$ cat src/common/pcsi_pkg.sv
package pcsi_pkg;

   // Register byte offsets on the AXI4-Lite bus.
   localparam logic [7:0] PCSI_OFS_PC_LOW      = 8'h00;
   localparam logic [7:0] PCSI_OFS_UPPER_LATCH = 8'h04;
   localparam logic [7:0] PCSI_OFS_INDIRECT    = 8'h08;
   localparam logic [7:0] PCSI_OFS_POINTER     = 8'h0C;
   localparam logic [7:0] PCSI_OFS_BANK        = 8'h10;
   localparam logic [7:0] PCSI_OFS_PC_FULL     = 8'h14;

   // Widths and depths.
   localparam int PCSI_PC_W      = 13;
   localparam int PCSI_TARGET_W  = 11;
   localparam int PCSI_STACK_D   = 8;
   localparam int PCSI_SP_W      = 3;
   localparam int PCSI_DADDR_W   = 9;

   // Field positions.
   localparam int PCSI_LATCH_PAGE_HI = 4;
   localparam int PCSI_LATCH_PAGE_LO = 3;
   localparam int PCSI_BANK_BIT      = 7;

   // Reset values.
   localparam logic [12:0] PCSI_PC_RST     = 13'h0000;
   localparam logic [7:0]  PCSI_LATCH_RST  = 8'h00;
   localparam logic [7:0]  PCSI_PTR_RST    = 8'h00;
   localparam logic [2:0]  PCSI_SP_RST     = 3'h0;
   localparam logic [12:0] PCSI_VECTOR_DEF = 13'h0004;

   // Program-flow commands from the decode logic.
   typedef enum logic [6:0] {
      PCSI_CMD_NONE   = 7'h01,
      PCSI_CMD_STEP   = 7'h02,
      PCSI_CMD_JUMP   = 7'h04,
      PCSI_CMD_CALL   = 7'h08,
      PCSI_CMD_INTR   = 7'h10,
      PCSI_CMD_RETURN = 7'h20,
      PCSI_CMD_HOLD   = 7'h40
   } pcsi_cmd_e;

   localparam logic [1:0] PCSI_RESP_OKAY   = 2'h0;
   localparam logic [1:0] PCSI_RESP_SLVERR = 2'h2;

endpackage

$ cat src/rtl/pcsi_core.sv
`timescale 1ns/1ps
// How it works
// - Program counter is thirteen bits; its low byte is readable and writable.
// - Upper five counter bits cannot be read; software changes them only through the latch.
// - Any reset clears the upper counter bits to zero.
// - Writing the low byte loads upper bits from latch bits four to zero.
// - Call and goto take eleven instruction bits plus latch bits four and three.
// - Program space is 8K words, split into 2K pages per branch.
// - Return stack holds eight 13-bit entries, outside program and data space.
// - The stack pointer can be neither read nor written by software.
// - Call or interrupt vectoring pushes the full program counter.
// - Return, return with literal and return from interrupt pop the stack.
// - Push and pop leave the upper-address latch unchanged.
// - Stack is a ring; the ninth push overwrites the first entry.
// - No flag reports stack overflow or underflow.
// - Latch bits seven to five have no effect on addressing.
// - The indirect port accesses the register chosen by the pointer.
// - Indirect read with pointer zero and bank bit clear returns zero.
// - Indirect write with pointer zero and bank bit clear stores nothing.
// - Indirect address is bank bit joined with the eight-bit pointer.
module pcsi_core
   import pcsi_pkg::*;
#(
   parameter logic [12:0] VECTOR_ADDR = PCSI_VECTOR_DEF
)(
   // Clock and reset.
   input  wire logic                       aclk,
   input  wire logic                       aresetn,
   // AXI4-Lite write address channel.
   input  wire logic [7:0]                 s_axi_awaddr,
   input  wire logic                       s_axi_awvalid,
   output logic                            s_axi_awready,
   // AXI4-Lite write data channel.
   input  wire logic [31:0]                s_axi_wdata,
   input  wire logic [3:0]                 s_axi_wstrb,
   input  wire logic                       s_axi_wvalid,
   output logic                            s_axi_wready,
   // AXI4-Lite write response channel.
   output logic [1:0]                      s_axi_bresp,
   output logic                            s_axi_bvalid,
   input  wire logic                       s_axi_bready,
   // AXI4-Lite read address channel.
   input  wire logic [7:0]                 s_axi_araddr,
   input  wire logic                       s_axi_arvalid,
   output logic                            s_axi_arready,
   // AXI4-Lite read data channel.
   output logic [31:0]                     s_axi_rdata,
   output logic [1:0]                      s_axi_rresp,
   output logic                            s_axi_rvalid,
   input  wire logic                       s_axi_rready,
   // Program-flow command from the decode logic.
   input  wire logic [6:0]                 flow_cmd,
   input  wire logic [PCSI_TARGET_W-1:0]   flow_target,
   // Program fetch address.
   output logic [PCSI_PC_W-1:0]            fetch_addr,
   // Indirect data access toward the register file.
   output logic [PCSI_DADDR_W-1:0]         ind_addr,
   output logic                            ind_rd,
   output logic                            ind_wr,
   output logic [7:0]                      ind_wdata,
   input  wire logic [7:0]                 ind_rdata
);

   logic [PCSI_PC_W-1:0]  pc_r;
   logic [7:0]            latch_r;
   logic [7:0]            ptr_r;
   logic                  bank_r;
   logic [PCSI_SP_W-1:0]  sp_r;
   logic [PCSI_PC_W-1:0]  stack_r [PCSI_STACK_D];

   logic                  aw_got_r;
   logic                  w_got_r;
   logic [7:0]            aw_addr_r;
   logic [31:0]           w_data_r;
   logic [3:0]            w_strb_r;
   logic                  ar_busy_r;
   logic [7:0]            ar_addr_r;

   logic                  wr_fire;
   logic                  wr_low;
   logic                  wr_ind;
   logic                  ind_read_now;
   logic                  ind_null;
   logic [PCSI_SP_W-1:0]  sp_dec;
   logic [31:0]           rd_word;

   function automatic logic [7:0] pcsi_merge(input logic [7:0] old_v, input logic [31:0] d,
                                            input logic [3:0] s);
      pcsi_merge = s[0] ? d[7:0] : old_v;
   endfunction

   // Byte address inside the aligned word set.
   function automatic logic pcsi_hit(input logic [7:0] a, input logic [7:0] ofs);
      pcsi_hit = (a[7:2] == ofs[7:2]);
   endfunction

   assign wr_fire  = aw_got_r && w_got_r && !s_axi_bvalid;
   assign wr_low   = wr_fire && pcsi_hit(aw_addr_r, PCSI_OFS_PC_LOW) && w_strb_r[0];
   assign wr_ind   = wr_fire && pcsi_hit(aw_addr_r, PCSI_OFS_INDIRECT) && w_strb_r[0];
   assign ind_null = (ptr_r == PCSI_PTR_RST) && !bank_r;
   assign sp_dec   = sp_r - 3'h1;
   assign ind_read_now = ar_busy_r && !s_axi_rvalid && pcsi_hit(ar_addr_r, PCSI_OFS_INDIRECT);

   // Write address and data are taken in either order and held until the response.
   always_ff @(posedge aclk)
   begin
      if (!aresetn)
      begin
         aw_got_r  <= 1'b0;
         w_got_r   <= 1'b0;
         aw_addr_r <= 8'h00;
         w_data_r  <= 32'h0000_0000;
         w_strb_r  <= 4'h0;
      end
      else
      begin
         if (s_axi_awvalid && s_axi_awready)
         begin
            aw_got_r  <= 1'b1;
            aw_addr_r <= s_axi_awaddr;
         end
         else if (wr_fire)
            aw_got_r <= 1'b0;
         if (s_axi_wvalid && s_axi_wready)
         begin
            w_got_r  <= 1'b1;
            w_data_r <= s_axi_wdata;
            w_strb_r <= s_axi_wstrb;
         end
         else if (wr_fire)
            w_got_r <= 1'b0;
      end
   end

   always_ff @(posedge aclk)
   begin
      if (!aresetn)
      begin
         s_axi_awready <= 1'b0;
         s_axi_wready  <= 1'b0;
      end
      else
      begin
         s_axi_awready <= !aw_got_r && !(s_axi_awvalid && s_axi_awready) && !s_axi_bvalid;
         s_axi_wready  <= !w_got_r && !(s_axi_wvalid && s_axi_wready) && !s_axi_bvalid;
      end
   end

   // Write response; unmapped offsets answer with a slave error.
   always_ff @(posedge aclk)
   begin
      if (!aresetn)
      begin
         s_axi_bvalid <= 1'b0;
         s_axi_bresp  <= PCSI_RESP_OKAY;
      end
      else if (wr_fire)
      begin
         s_axi_bvalid <= 1'b1;
         if (pcsi_hit(aw_addr_r, PCSI_OFS_PC_LOW) || pcsi_hit(aw_addr_r, PCSI_OFS_UPPER_LATCH)
             || pcsi_hit(aw_addr_r, PCSI_OFS_INDIRECT) || pcsi_hit(aw_addr_r, PCSI_OFS_POINTER)
             || pcsi_hit(aw_addr_r, PCSI_OFS_BANK))
            s_axi_bresp <= PCSI_RESP_OKAY;
         else
            s_axi_bresp <= PCSI_RESP_SLVERR;
      end
      else if (s_axi_bready)
         s_axi_bvalid <= 1'b0;
   end

   // Software registers; the stack and its pointer have no address.
   always_ff @(posedge aclk)
   begin
      if (!aresetn)
      begin
         latch_r <= PCSI_LATCH_RST;
         ptr_r   <= PCSI_PTR_RST;
         bank_r  <= 1'b0;
      end
      else if (wr_fire)
      begin
         if (pcsi_hit(aw_addr_r, PCSI_OFS_UPPER_LATCH))
            latch_r <= pcsi_merge(latch_r, w_data_r, w_strb_r);
         if (pcsi_hit(aw_addr_r, PCSI_OFS_POINTER))
            ptr_r <= pcsi_merge(ptr_r, w_data_r, w_strb_r);
         if (pcsi_hit(aw_addr_r, PCSI_OFS_BANK) && w_strb_r[0])
            bank_r <= w_data_r[PCSI_BANK_BIT];
      end
   end

   // Program counter; a software write to the low byte wins over the flow command.
   always_ff @(posedge aclk)
   begin
      if (!aresetn)
         pc_r <= PCSI_PC_RST;
      else if (wr_low)
         pc_r <= {latch_r[PCSI_LATCH_PAGE_HI:0], w_data_r[7:0]};
      else
      begin
         case (flow_cmd)
            PCSI_CMD_STEP:   pc_r <= pc_r + 13'h0001;
            PCSI_CMD_JUMP,
            PCSI_CMD_CALL:   pc_r <= {latch_r[PCSI_LATCH_PAGE_HI:PCSI_LATCH_PAGE_LO],
                                      flow_target};
            PCSI_CMD_INTR:   pc_r <= VECTOR_ADDR;
            PCSI_CMD_RETURN: pc_r <= stack_r[sp_dec];
            default:         pc_r <= pc_r;
         endcase
      end
   end

   // Return stack ring; the pointer wraps both ways and raises no flag.
   always_ff @(posedge aclk)
   begin
      if (!aresetn)
         sp_r <= PCSI_SP_RST;
      else if (!wr_low)
      begin
         case (flow_cmd)
            PCSI_CMD_CALL,
            PCSI_CMD_INTR:   sp_r <= sp_r + 3'h1;
            PCSI_CMD_RETURN: sp_r <= sp_dec;
            default:         sp_r <= sp_r;
         endcase
      end
   end

   // Call pushes the address of the next instruction; interrupt the current one.
   always_ff @(posedge aclk)
   begin
      if (!wr_low)
      begin
         if (flow_cmd == PCSI_CMD_CALL)
            stack_r[sp_r] <= pc_r + 13'h0001;
         else if (flow_cmd == PCSI_CMD_INTR)
            stack_r[sp_r] <= pc_r;
      end
   end

   // Register read path; upper counter bits are kept out of every readable word.
   always_comb
   begin
      rd_word = 32'h0000_0000;
      if (pcsi_hit(ar_addr_r, PCSI_OFS_PC_LOW))
         rd_word = {24'h000000, pc_r[7:0]};
      else if (pcsi_hit(ar_addr_r, PCSI_OFS_UPPER_LATCH))
         rd_word = {24'h000000, latch_r};
      else if (pcsi_hit(ar_addr_r, PCSI_OFS_INDIRECT))
         rd_word = ind_null ? 32'h0000_0000 : {24'h000000, ind_rdata};
      else if (pcsi_hit(ar_addr_r, PCSI_OFS_POINTER))
         rd_word = {24'h000000, ptr_r};
      else if (pcsi_hit(ar_addr_r, PCSI_OFS_BANK))
         rd_word = {24'h000000, bank_r, 7'h00};
   end

   always_ff @(posedge aclk)
   begin
      if (!aresetn)
      begin
         ar_busy_r     <= 1'b0;
         ar_addr_r     <= 8'h00;
         s_axi_arready <= 1'b0;
      end
      else
      begin
         s_axi_arready <= !ar_busy_r && !(s_axi_arvalid && s_axi_arready);
         if (s_axi_arvalid && s_axi_arready)
         begin
            ar_busy_r <= 1'b1;
            ar_addr_r <= s_axi_araddr;
         end
         else if (s_axi_rvalid && s_axi_rready)
            ar_busy_r <= 1'b0;
      end
   end

   always_ff @(posedge aclk)
   begin
      if (!aresetn)
      begin
         s_axi_rvalid <= 1'b0;
         s_axi_rdata  <= 32'h0000_0000;
         s_axi_rresp  <= PCSI_RESP_OKAY;
      end
      else if (ar_busy_r && !s_axi_rvalid)
      begin
         s_axi_rvalid <= 1'b1;
         s_axi_rdata  <= rd_word;
         if (pcsi_hit(ar_addr_r, PCSI_OFS_PC_LOW) || pcsi_hit(ar_addr_r, PCSI_OFS_UPPER_LATCH)
             || pcsi_hit(ar_addr_r, PCSI_OFS_INDIRECT) || pcsi_hit(ar_addr_r, PCSI_OFS_POINTER)
             || pcsi_hit(ar_addr_r, PCSI_OFS_BANK))
            s_axi_rresp <= PCSI_RESP_OKAY;
         else
            s_axi_rresp <= PCSI_RESP_SLVERR;
      end
      else if (s_axi_rready)
         s_axi_rvalid <= 1'b0;
   end

   // Registered outputs toward fetch and the register file.
   always_ff @(posedge aclk)
   begin
      if (!aresetn)
      begin
         fetch_addr <= PCSI_PC_RST;
         ind_addr   <= 9'h000;
         ind_rd     <= 1'b0;
         ind_wr     <= 1'b0;
         ind_wdata  <= 8'h00;
      end
      else
      begin
         fetch_addr <= pc_r;
         ind_addr   <= {bank_r, ptr_r};
         ind_rd     <= ind_read_now && !ind_null;
         ind_wr     <= wr_ind && !ind_null;
         ind_wdata  <= w_data_r[7:0];
      end
   end

endmodule

$ cat config.mk
export PLATFORM = sky130hd
export DESIGN_NAME = pcsi_core
export DESIGN_NICKNAME = d
export VERILOG_FILES = /design/src/common/pcsi_pkg.sv /design/src/rtl/pcsi_core.sv
export SDC_FILE = /design/constraint.sdc
export NUM_CORES = 1
export LEC_CHECK = 0
export BUFFER_PORTS_ARGS = -buffer_cell sky130_fd_sc_hd__buf_2
export CAP_MARGIN = 20
export CORE_MARGIN = 1
export CORE_UTILIZATION = 56
export DETAILED_ROUTE_END_ITERATION = 10
export GPL_ROUTABILITY_DRIVEN = 0
export PLACE_DENSITY = 0.91
export SYNTH_ARGS = -nofsm -noshare
export SYNTH_HDL_FRONTEND = slang
export SYNTH_SLANG_ARGS = --single-unit
$ cat constraint.sdc
create_clock -name aclk -period 3 [get_ports aclk]
set_input_delay 0.15 -clock aclk [delete_from_list [all_inputs] [get_ports aclk]]
set_output_delay 0.15 -clock aclk [all_outputs]
set_load 0.03 [all_outputs]
After elaboration in Yosys (flattened, before gate mapping)
Memories as Yosys holds them, arrays and structs flattened.
Cells that the tools add are included.
{"block": "op_classes", "n_mux": 28, "reduce_logical": 55, "add_sub_neg": 3, "n_eq_ne": 13, "bitwise_logic": 2}
{"cell": "$pmux 13 s4", "count": 1}
{"cell": "$mux 8", "count": 6}
{"cell": "$mux 13", "count": 2}
{"cell": "$eq 6x2->1 const B", "count": 4}
{"cell": "$logic_and 1x1->1", "count": 21}
{"cell": "$mux 1", "count": 16}
{"cell": "$add 13x1->13 const B", "count": 1}
{"cell": "$eq 6x1->1 const B", "count": 2}
{"cell": "$eq 6x3->1 const B", "count": 2}
{"cell": "$logic_not 6->1", "count": 2}
{"cell": "$reduce_bool 2->1", "count": 6}
{"cell": "$logic_not 1->1", "count": 10}
{"cell": "$logic_not 8->1", "count": 1}
{"cell": "$logic_or 1x1->1", "count": 8}
{"cell": "$eq 7x2->1 const B", "count": 1}
{"cell": "$eq 7x3->1 const B", "count": 1}
{"cell": "$eq 7x4->1 const B", "count": 1}
{"cell": "$eq 7x5->1 const B", "count": 1}
{"cell": "$eq 7x6->1 const B", "count": 1}
{"cell": "$pmux 3 s2", "count": 1}
{"cell": "$reduce_and 3->1", "count": 2}
{"cell": "$reduce_bool 5->1", "count": 1}
{"cell": "$mux 2", "count": 2}
{"cell": "$reduce_and 2->1", "count": 2}
{"cell": "5 further kinds", "count": 6}
{"block": "word_totals", "mem_bits_rw": 104, "input_bits": 85, "regBits": 134, "out_inout_bits": 73, "elab_cells": 127, "memories": 1}
{"memory": "stack_r", "words": 8, "width": 13, "rd": 1, "rd_ports_with_merged_regs": 0, "write_ports": 1, "line": "pcsi_core.sv:69", "text": "logic [PCSI_PC_W-1:0] stack_r [PCSI_STACK_D];"}

Depth between registers and ports, before layout
Gate-level depths: netlist (run 1).
{"block": "logic_depth", "ltp_word": 7, "ltp_mapped": 11, "mapped_depth_nobuf": 8}

Worst setup path after synthesis (run 1)
Ideal clock, no wire load.
{"block": "synth_timing", "kind": "register -> register", "from": "reg s_axi_bvalid", "to": "mem stack_r[1][0], enable pin", "n_path_buf": 1, "setup_ns": 0.400, "period_less_slack_ns": 2.816, "slack_ns": 0.184, "required_ns": 2.600, "path_stages_with_launch": 7, "t_arrival_ns": 2.416, "cell_sequence": "dfxtp_1 -> and4b_1 -> and3_1 -> clkbuf_1 -> nor2_1 -> nand2_1 -> nor3_1"}
{"block": "synth_between", "elab_chain_cells": 7, "word_cells_on_any_way": 9, "cone_classes": "4 x mux; 1 x bitwise; 4 x reduce/logical"}
{"item": "from (decl)", "line": "pcsi_core.sv:40", "text": "output logic s_axi_bvalid,"}
{"item": "from (signal assigned)", "line": "pcsi_core.sv:154", "text": "s_axi_bvalid <= 1'b0;"}
{"item": "from (signal assigned)", "line": "pcsi_core.sv:159", "text": "s_axi_bvalid <= 1'b1;"}
{"item": "from (signal assigned)", "line": "pcsi_core.sv:168", "text": "s_axi_bvalid <= 1'b0;"}
{"item": "$logic_not 1->1 (*)", "line": "pcsi_core.sv:97", "text": "assign wr_fire = aw_got_r && w_got_r && !s_axi_bvalid;"}
{"item": "$logic_and 1x1->1 (*)", "line": "pcsi_core.sv:97"}
{"item": "$logic_and 1x1->1 (*) (2 in series)", "line": "pcsi_core.sv:98", "text": "assign wr_low = wr_fire && pcsi_hit(aw_addr_r, PCSI_OFS_PC_LOW) && w_strb_r[0];"}
{"item": "$mux 1", "line": "pcsi_core.sv:231", "text": "if (!wr_low)"}
{"item": "$mux 1, on equally long branches", "line": "pcsi_core.sv:234, pcsi_core.sv:236"}
{"item": "$or 1x1->1 (no line) (*)"}
{"item": "to (decl)", "line": "pcsi_core.sv:69"}
Mark *: on every way between the ends. The rest lies on a longest branch, timed or not.

Final worst setup path (run 1)
{"block": "layout_timing", "from": "reg aw_addr_r[4]", "to": "mem stack_r[6][7] (data pin)"}
{"block": "layout_between", "elab_chain_cells": 6}
{"item": "from (decl)", "line": "pcsi_core.sv:73", "text": "logic [7:0] aw_addr_r;"}
{"item": "from (signal assigned)", "line": "pcsi_core.sv:120", "text": "aw_addr_r <= s_axi_awaddr;"}
{"item": "$logic_not 6->1", "line": "pcsi_core.sv:94", "text": "pcsi_hit = (a[7:2] == ofs[7:2]);"}
{"item": "$logic_and 1x1->1 (2 in series)", "line": "pcsi_core.sv:98"}
{"item": "$mux 1", "line": "pcsi_core.sv:231"}
{"item": "$mux 1 (not written as such)", "line": "pcsi_core.sv:236", "text": "stack_r[sp_r] <= pc_r;"}
{"item": "$mux 13 (no line)"}
No other way between the ends.

==> results of run 1 <==
==> cell families after synthesis <==
logic type | share of synthesized area (%)
other cells | 0.0415
xor+xnor | 3.08
compound gates | 10.2
flops | 57.5
simple gates | 15.2
fa+ha+maj | 0.415
buf+inv | 4.88
mux | 8.59
==> placed cells by master, fill, tap and decap left out, types with 11 or more instances in the layout <==
cell type,count
a21boi_0,21
nand2_1,78
clkbuf_16,21
nor2b_1,22
a21oi_1,25
a31oi_1,11
nand2b_1,11
mux4_2,26
buf_2,100
dfxtp_1,103
xor2_1,13
buf_4,21
dlygate4sd3_1,37
edfxtp_1,104
nor2_1,23
and2_1,38
mux2i_1,18
o21ai_0,27
xnor2_1,17
nand3_1,23
conb_1,26
==> registers in the layout (all words and copies together) (netlist names), 3 cells and up <==
signal and cells:
stack_r 104, fetch_addr 13, pc_r 13, ind_addr 9, ind_wdata 8, latch_r 8, ptr_r 8, s_axi_rdata 8
w_data_r 8, ar_addr_r 6, aw_addr_r 6, sp_r 3
==> metrics by stage <==
step	total power, W	cell area [µm²]	hold WS (ns)
finish	0.00614	10700	0.0133
global route	0.00630	10700	0.0325
CTS	0.00614	10700	0.00124
detailed placement	0.00344	9650	0.355
global placement	0.00343	9650	0.349
floorplan	0.00336	9140	0.244
==> path summary, 6_finish.rpt <==
path	end	start	slack [ns]	depth (start not counted)
min	s_axi_rdata[4]	aresetn	0.01	3
min reg2reg	ar_addr_r[7]	ar_addr_r[7]	0.46	2
max reg2reg	stack_r[6][7]	aw_addr_r[4]	0.26	6
max	stack_r[6][7]	aw_addr_r[4]	0.26	6
==> worst max-delay path, cell delays in order (launching register included) <==
cell and delay, ns:
dfxtp_1 0.35, nor4_1 0.41, nand3_1 0.33, nand4b_2 0.34, nor2b_4 0.27, nand3_1 0.13, xnor2_1 0.60
==> cell type report <==
cell class | count | area, µm² | share of cell area [%]
multi-input cells | 488 | 3500 | 32.6
clock buffers | 28 | 582 | 5.42
inverters | 6 | 22.5 | 0.210
flip-flops and latches | 208 | 5210 | 48.5
repair buffers | 158 | 1030 | 9.58
well taps | 216 | 270 | 2.52
clock inverters | 10 | 133 | 1.24
==> metal layers <==
metal  vias to the layer above  track usage, %  wire length, µm
met5                         -               0                0
met4                         0            11.1              762
met3                        74            4.42             1750
met2                       374            42.5            10600
met1                      3201            35.4             8640
li1                       2953               -                -
==> power by group through the flow <==
| stage | combinational, W | clock, W | sequential, W |
|---|---|---|---|
| 3_3_place_gp | 0.000339 | 0 | 0.00309 |
| 3_5_place_dp | 0.000347 | 0 | 0.00309 |
| 5_1_grt | 0.000424 | 0.00284 | 0.00304 |
| 6_report | 0.000394 | 0.00271 | 0.00303 |
| 4_1_cts | 0.000384 | 0.00273 | 0.00303 |
| 2_1_floorplan | 0.000243 | 0 | 0.00312 |
==> metrics.cfg, run 1 <==
[placement]
post-place-ws_ns = 0.402
dp_cells = 1038
io_buffers = 100
dp_hpwl_um = 14000

[synth]
async_flop_share_pct = 0
synthesis.instances = 747
synth_ff_type = edfxtp_1
synth_commonest_cells = dfxtp_1, edfxtp_1, nand2_1
synthDistinctLibCells = 68
synth_top_area_share_pct = 34.5
synth_edf_count = 104
yosys_register_bits = 208
yosysTopAreaCell = edfxtp_1
yosysWarnings = 0
synth_area_leaders = edfxtp_1, dfxtp_1, mux4_2
ys_seq_area_share_pct = 57.5
syn_area_um2 = 9040
synth_area_per_cell_um2 = 12.1

[floorplanning]
fp.coreArea_um2 = 15800
initial_core_util_pct = 57.1
io_pins = 158
dieArea_um2 = 16700
chipWidth_um = 129
rows = 46
die_y_um = 129

[grt]
grt_pass1_wl_um = 33200
gr-total-overflow = 0
grt_max_degree = 85
track_usage_pct = 26.3
grt_pass1_vias = 6195
antenna_found_initial = 0

[timing]
maxSlewViolCount = 0
setup_tns_ns = 0
post-route-period-util_pct = 91.4
setup_slack_ns = 0.259
relSlewSlack_pct = 48.1
tightest_slew_ns = 0.776
max_freq_mhz = 365
post-route-min-period_ns = 2.74
hold_viol_final = 0
setup_viol = 0
fin_skew_ns = 0.0241
rsz0062_at_grt = no

[hold_path]
hp-class = input pin to flop

[clock_network]
h-tree-depth = 1
postCtsHoldBufs = 37
cts.path.max_buffers = 3
cts_setup_buffers = 0
cts_resized = 0
cts_tree = built
cts.sinks = 208
clockRootBuffer = clkbuf_16
clk_latency_ns = 0.51
cts_buffers = 21
clk_pin_slew_worst_paths_ns = 0.06

[power]
p_leak_nw = 4.09
swShare_pct = 22.3
pwr-share-comb_pct = 6.4
p_sw_w = 0.00137
vdd_drop_max_mv = 0.344
seqPwrFrac_pct = 49.4
p_int_w = 0.00477
p_clk_share_pct = 44.2
powerDensity_nw_per_um2 = 572

[route]
routed_wl_um = 21800
avgRoutedWirePerCell_um = 19.6
vias = 6602
vias_per_cell = 5.93
firstDrtPassIters = 8
drcViolationCount = 0
initialDrtViolationCount = 901
ant_nets = 0

[outcome]
status = finished clean

[layout]
syn2layout_area_growth_pct = 18.7
final_cells = 1114
diodes = 0
fillCellCount = 1044
nNetsFinal = 971
fin_util_pct = 67.8
drive_above_1_share_pct = 22.3

[critical_path]
cp-start-kind = flop
crit_type = flop to flop
end_kind = flop
crit_fanout = 8
worstPathArrival_ns = 2.93
crit_required_ns = 3.19

[job]
maxCapViolations = 0

Note: power is estimated with default switching activity, not from simulation.
==> inputs of run 2 (changes only) <==
Settings changed: CORE_ASPECT_RATIO from default to 0.8.
==> run 2 against run 1 <==
  * Setup slack improved by 0.14 ns
  * Critical path depth grew 2
  * Critical endpoint is now pc_r[10]
  * Sequential share of layout area is essentially flat
  * Global-route usage up 1.6 points
  * Critical path type unchanged
  * Fmax grew 5.5%
  * Hold slack better by 0.0054 ns
  * Core utilization up 0.071 points
  * Largest power group unchanged
==> metrics.cfg, run 2 (synthesis gave the netlist of run 1 again) <==
[layout]
fin_util_pct = 67.9  ; was 67.8%
final_cell_mix = edfxtp_1, dfxtp_1, buf_2, nand2_1, and2_1  ; unchanged
regMostFlops = stack_r  ; unchanged
fillCellCount = 1053  ; was 1044
final_cells = 1117  ; was 1114
seq_area_um2 = 5210  ; unchanged
drive_above_1_share_pct = 22.2  ; was 22.3%
multi_input_area_um2 = 3490  ; was 3500 µm²
syn2layout_area_growth_pct = 18.6  ; was 18.7%
diodes = 0  ; unchanged
largest_reg_flops = 104  ; unchanged
top_regs = stack_r x104, fetch_addr x13, pc_r x13  ; unchanged
nNetsFinal = 975  ; was 971
layout_commonest_cell = edfxtp_1  ; unchanged

[timing]
rsz0062_at_grt = no  ; unchanged
relSlewSlack_pct = 46.5  ; was 48.1%
setup_tns_ns = 0  ; unchanged
post-route-period-util_pct = 86.6  ; was 91.4%
maxSlewViolCount = 0  ; unchanged
setup_slack_ns = 0.402  ; was 0.259 ns
finalHoldWorstSlack_ns = 0.0187  ; was 0.0133 ns
setup_viol = 0  ; unchanged
post-route-min-period_ns = 2.60  ; was 2.74 ns
hold_viol_final = 0  ; unchanged
max_freq_mhz = 385  ; was 365 MHz
fin_skew_ns = 0.0299  ; was 0.0241 ns
tightest_slew_ns = 0.800  ; was 0.776 ns

[floorplanning]
die_y_um = 116  ; was 129 µm
rows = 41  ; was 46
initial_core_util_pct = 57.2  ; was 57.1%
io_pins = 158  ; unchanged
fp.coreArea_um2 = 15800  ; about the same
dieArea_um2 = 16700  ; about the same
chipWidth_um = 144  ; was 129 µm

[power]
p_leak_nw = 4.09  ; about the same
vdd_drop_max_mv = 0.375  ; was 0.344 mV
powerDensity_nw_per_um2 = 566  ; was 572 nW/µm²

[grt]
grt_pass1_wl_um = 34600  ; was 33200 µm
gr-total-overflow = 0  ; unchanged
grt_max_degree = 72  ; was 85
use_met3_pct = 5.29  ; was 4.42%
globalRouteMet1Util_pct = 39.8  ; was 35.4%
track_usage_pct = 27.9  ; was 26.3%
top_usage_layer = met2  ; unchanged
antenna_found_initial = 0  ; unchanged
grt_pass1_vias = 6209  ; was 6195
use_met2_pct = 44.1  ; was 42.5%

[hold_path]
min_path_cells = 3  ; unchanged
hold_path.startpoint = flow_target[4]  ; was aresetn
min_delay_worst_endpoint = pc_r[4]  ; was s_axi_rdata[4]
hp-class = input pin to flop  ; unchanged

[critical_path]
worst_r2r_path_depth = 8  ; was 6
timing.rr.end = pc_r[10]  ; was stack_r[6][7]
crit_required_ns = 3.40  ; was 3.19 ns
r2r_slack_ns = 0.40  ; was 0.26 ns
crit_fanout = 12  ; was 8
crit_type = flop to flop  ; unchanged
worstPathArrival_ns = 3.00  ; was 2.93 ns
end_kind = flop  ; unchanged
cp-start-kind = flop  ; unchanged
rr_startpoint = sp_r[1]  ; was aw_addr_r[4]

[clock_network]
cts.sinks = 208  ; unchanged
clk_pin_slew_worst_paths_ns = 0.07  ; was 0.06 ns
clk_latency_ns = 0.51  ; about the same
cts_buffers = 21  ; unchanged
cts.path.max_buffers = 3  ; unchanged
cts_tree = built  ; unchanged
clockRootBuffer = clkbuf_16  ; unchanged
h-tree-depth = 1  ; unchanged
cts_setup_buffers = 0  ; unchanged

[placement]
dp_cells = 1043  ; was 1038
dp_hpwl_um = 14700  ; was 14000 µm
post-place-ws_ns = 0.444  ; was 0.402 ns
io_buffers = 100  ; unchanged

[outcome]
status = finished clean  ; unchanged

[route]
vias_per_cell = 5.98  ; was 5.93
avgRoutedWirePerCell_um = 20.4  ; was 19.6 µm
initialDrtViolationCount = 840  ; was 901
vias = 6680  ; was 6602
ant_nets = 0  ; unchanged
routed_wl_um = 22800  ; was 21800 µm
firstDrtPassIters = 6  ; was 8
drcViolationCount = 0  ; unchanged

[job]
maxCapViolations = 0  ; unchanged

==> run 2: cell types whose count changed in the layout (fill, tap and decap cells not counted), moves of 2 or more <==
cell | before | now
buf_4 | 21 | 26
clkbuf_1 | 4 | 6
clkbuf_8 | 3 | 0
clkinv_1 | 1 | 3
clkinv_2 | 3 | 1
==> run 2: worst max path at each step <==
| stage | startpoint | to | slack (ns) | depth (start not counted) |
|---|---|---|---|---|
| 6_report | sp_r[1] | pc_r[10] | 0.40 | 8 |
| 5_1_grt | sp_r[1] | pc_r[2] | 0.27 | 8 |
| 2_1_floorplan | s_axi_bvalid | stack_r[1][0] | 0.18 | 6 |
| 3_5_place_dp | sp_r[1] | pc_r[2] | 0.44 | 8 |
| 4_1_cts | sp_r[1] | pc_r[2] | 0.41 | 8 |
| 3_3_place_gp | flow_cmd[1] | stack_r[3][11] | 0.55 | 8 |
==> run 2: critical path, cell delays in order, from the launching register on <==
cell and delay [ns]:
dfxtp_1 0.46, inv_1 0.11, ha_1 0.66, buf_4 0.29
mux4_2 0.33, a32oi_1 0.23, o21ai_0 0.15, a21oi_1 0.18
o21ai_0 0.09
==> run 2: power breakdown <==
part	leakage [nW]	switching (W)	internal, W
clock network	0.330	0.00108	0.00156
logic	1.98	0.000257	0.000144
registers	1.78	0.0000397	0.00299
total	4.09	0.00138	0.00470
==> run 2: cell type report <==
cell class	count	area share, %
clock buffer	27	5.11
sequential	208	48.5
inverter	6	0.210
tap	215	2.51
clock inverter	11	1.28
timing repair buffer	162	9.84
multi-input combinational	488	32.5
==> run 2: timing repair <==
item	in CTS	in global routing
hold endpoints to repair	26	0
gates resized for setup	0	0
hold buffers	36	0
==> run 2: through the flow <==
stage	power, W	cell area, µm²
after floorplan	0.00336	9140
after global placement	0.00343	9690
after detailed placement	0.00344	9690
after CTS	0.00607	10700
after global routing	0.00621	10700
final	0.00607	10700
==> run 2: metal layers <==
| layer | part of all wire (%) | up-vias |
|---|---|---|
| li1 | - | 2967 |
| met1 | 40 | 3198 |
| met2 | 46 | 453 |
| met3 | 11 | 62 |
| met4 | 2.6 | 0 |
| met5 | 0 | - |
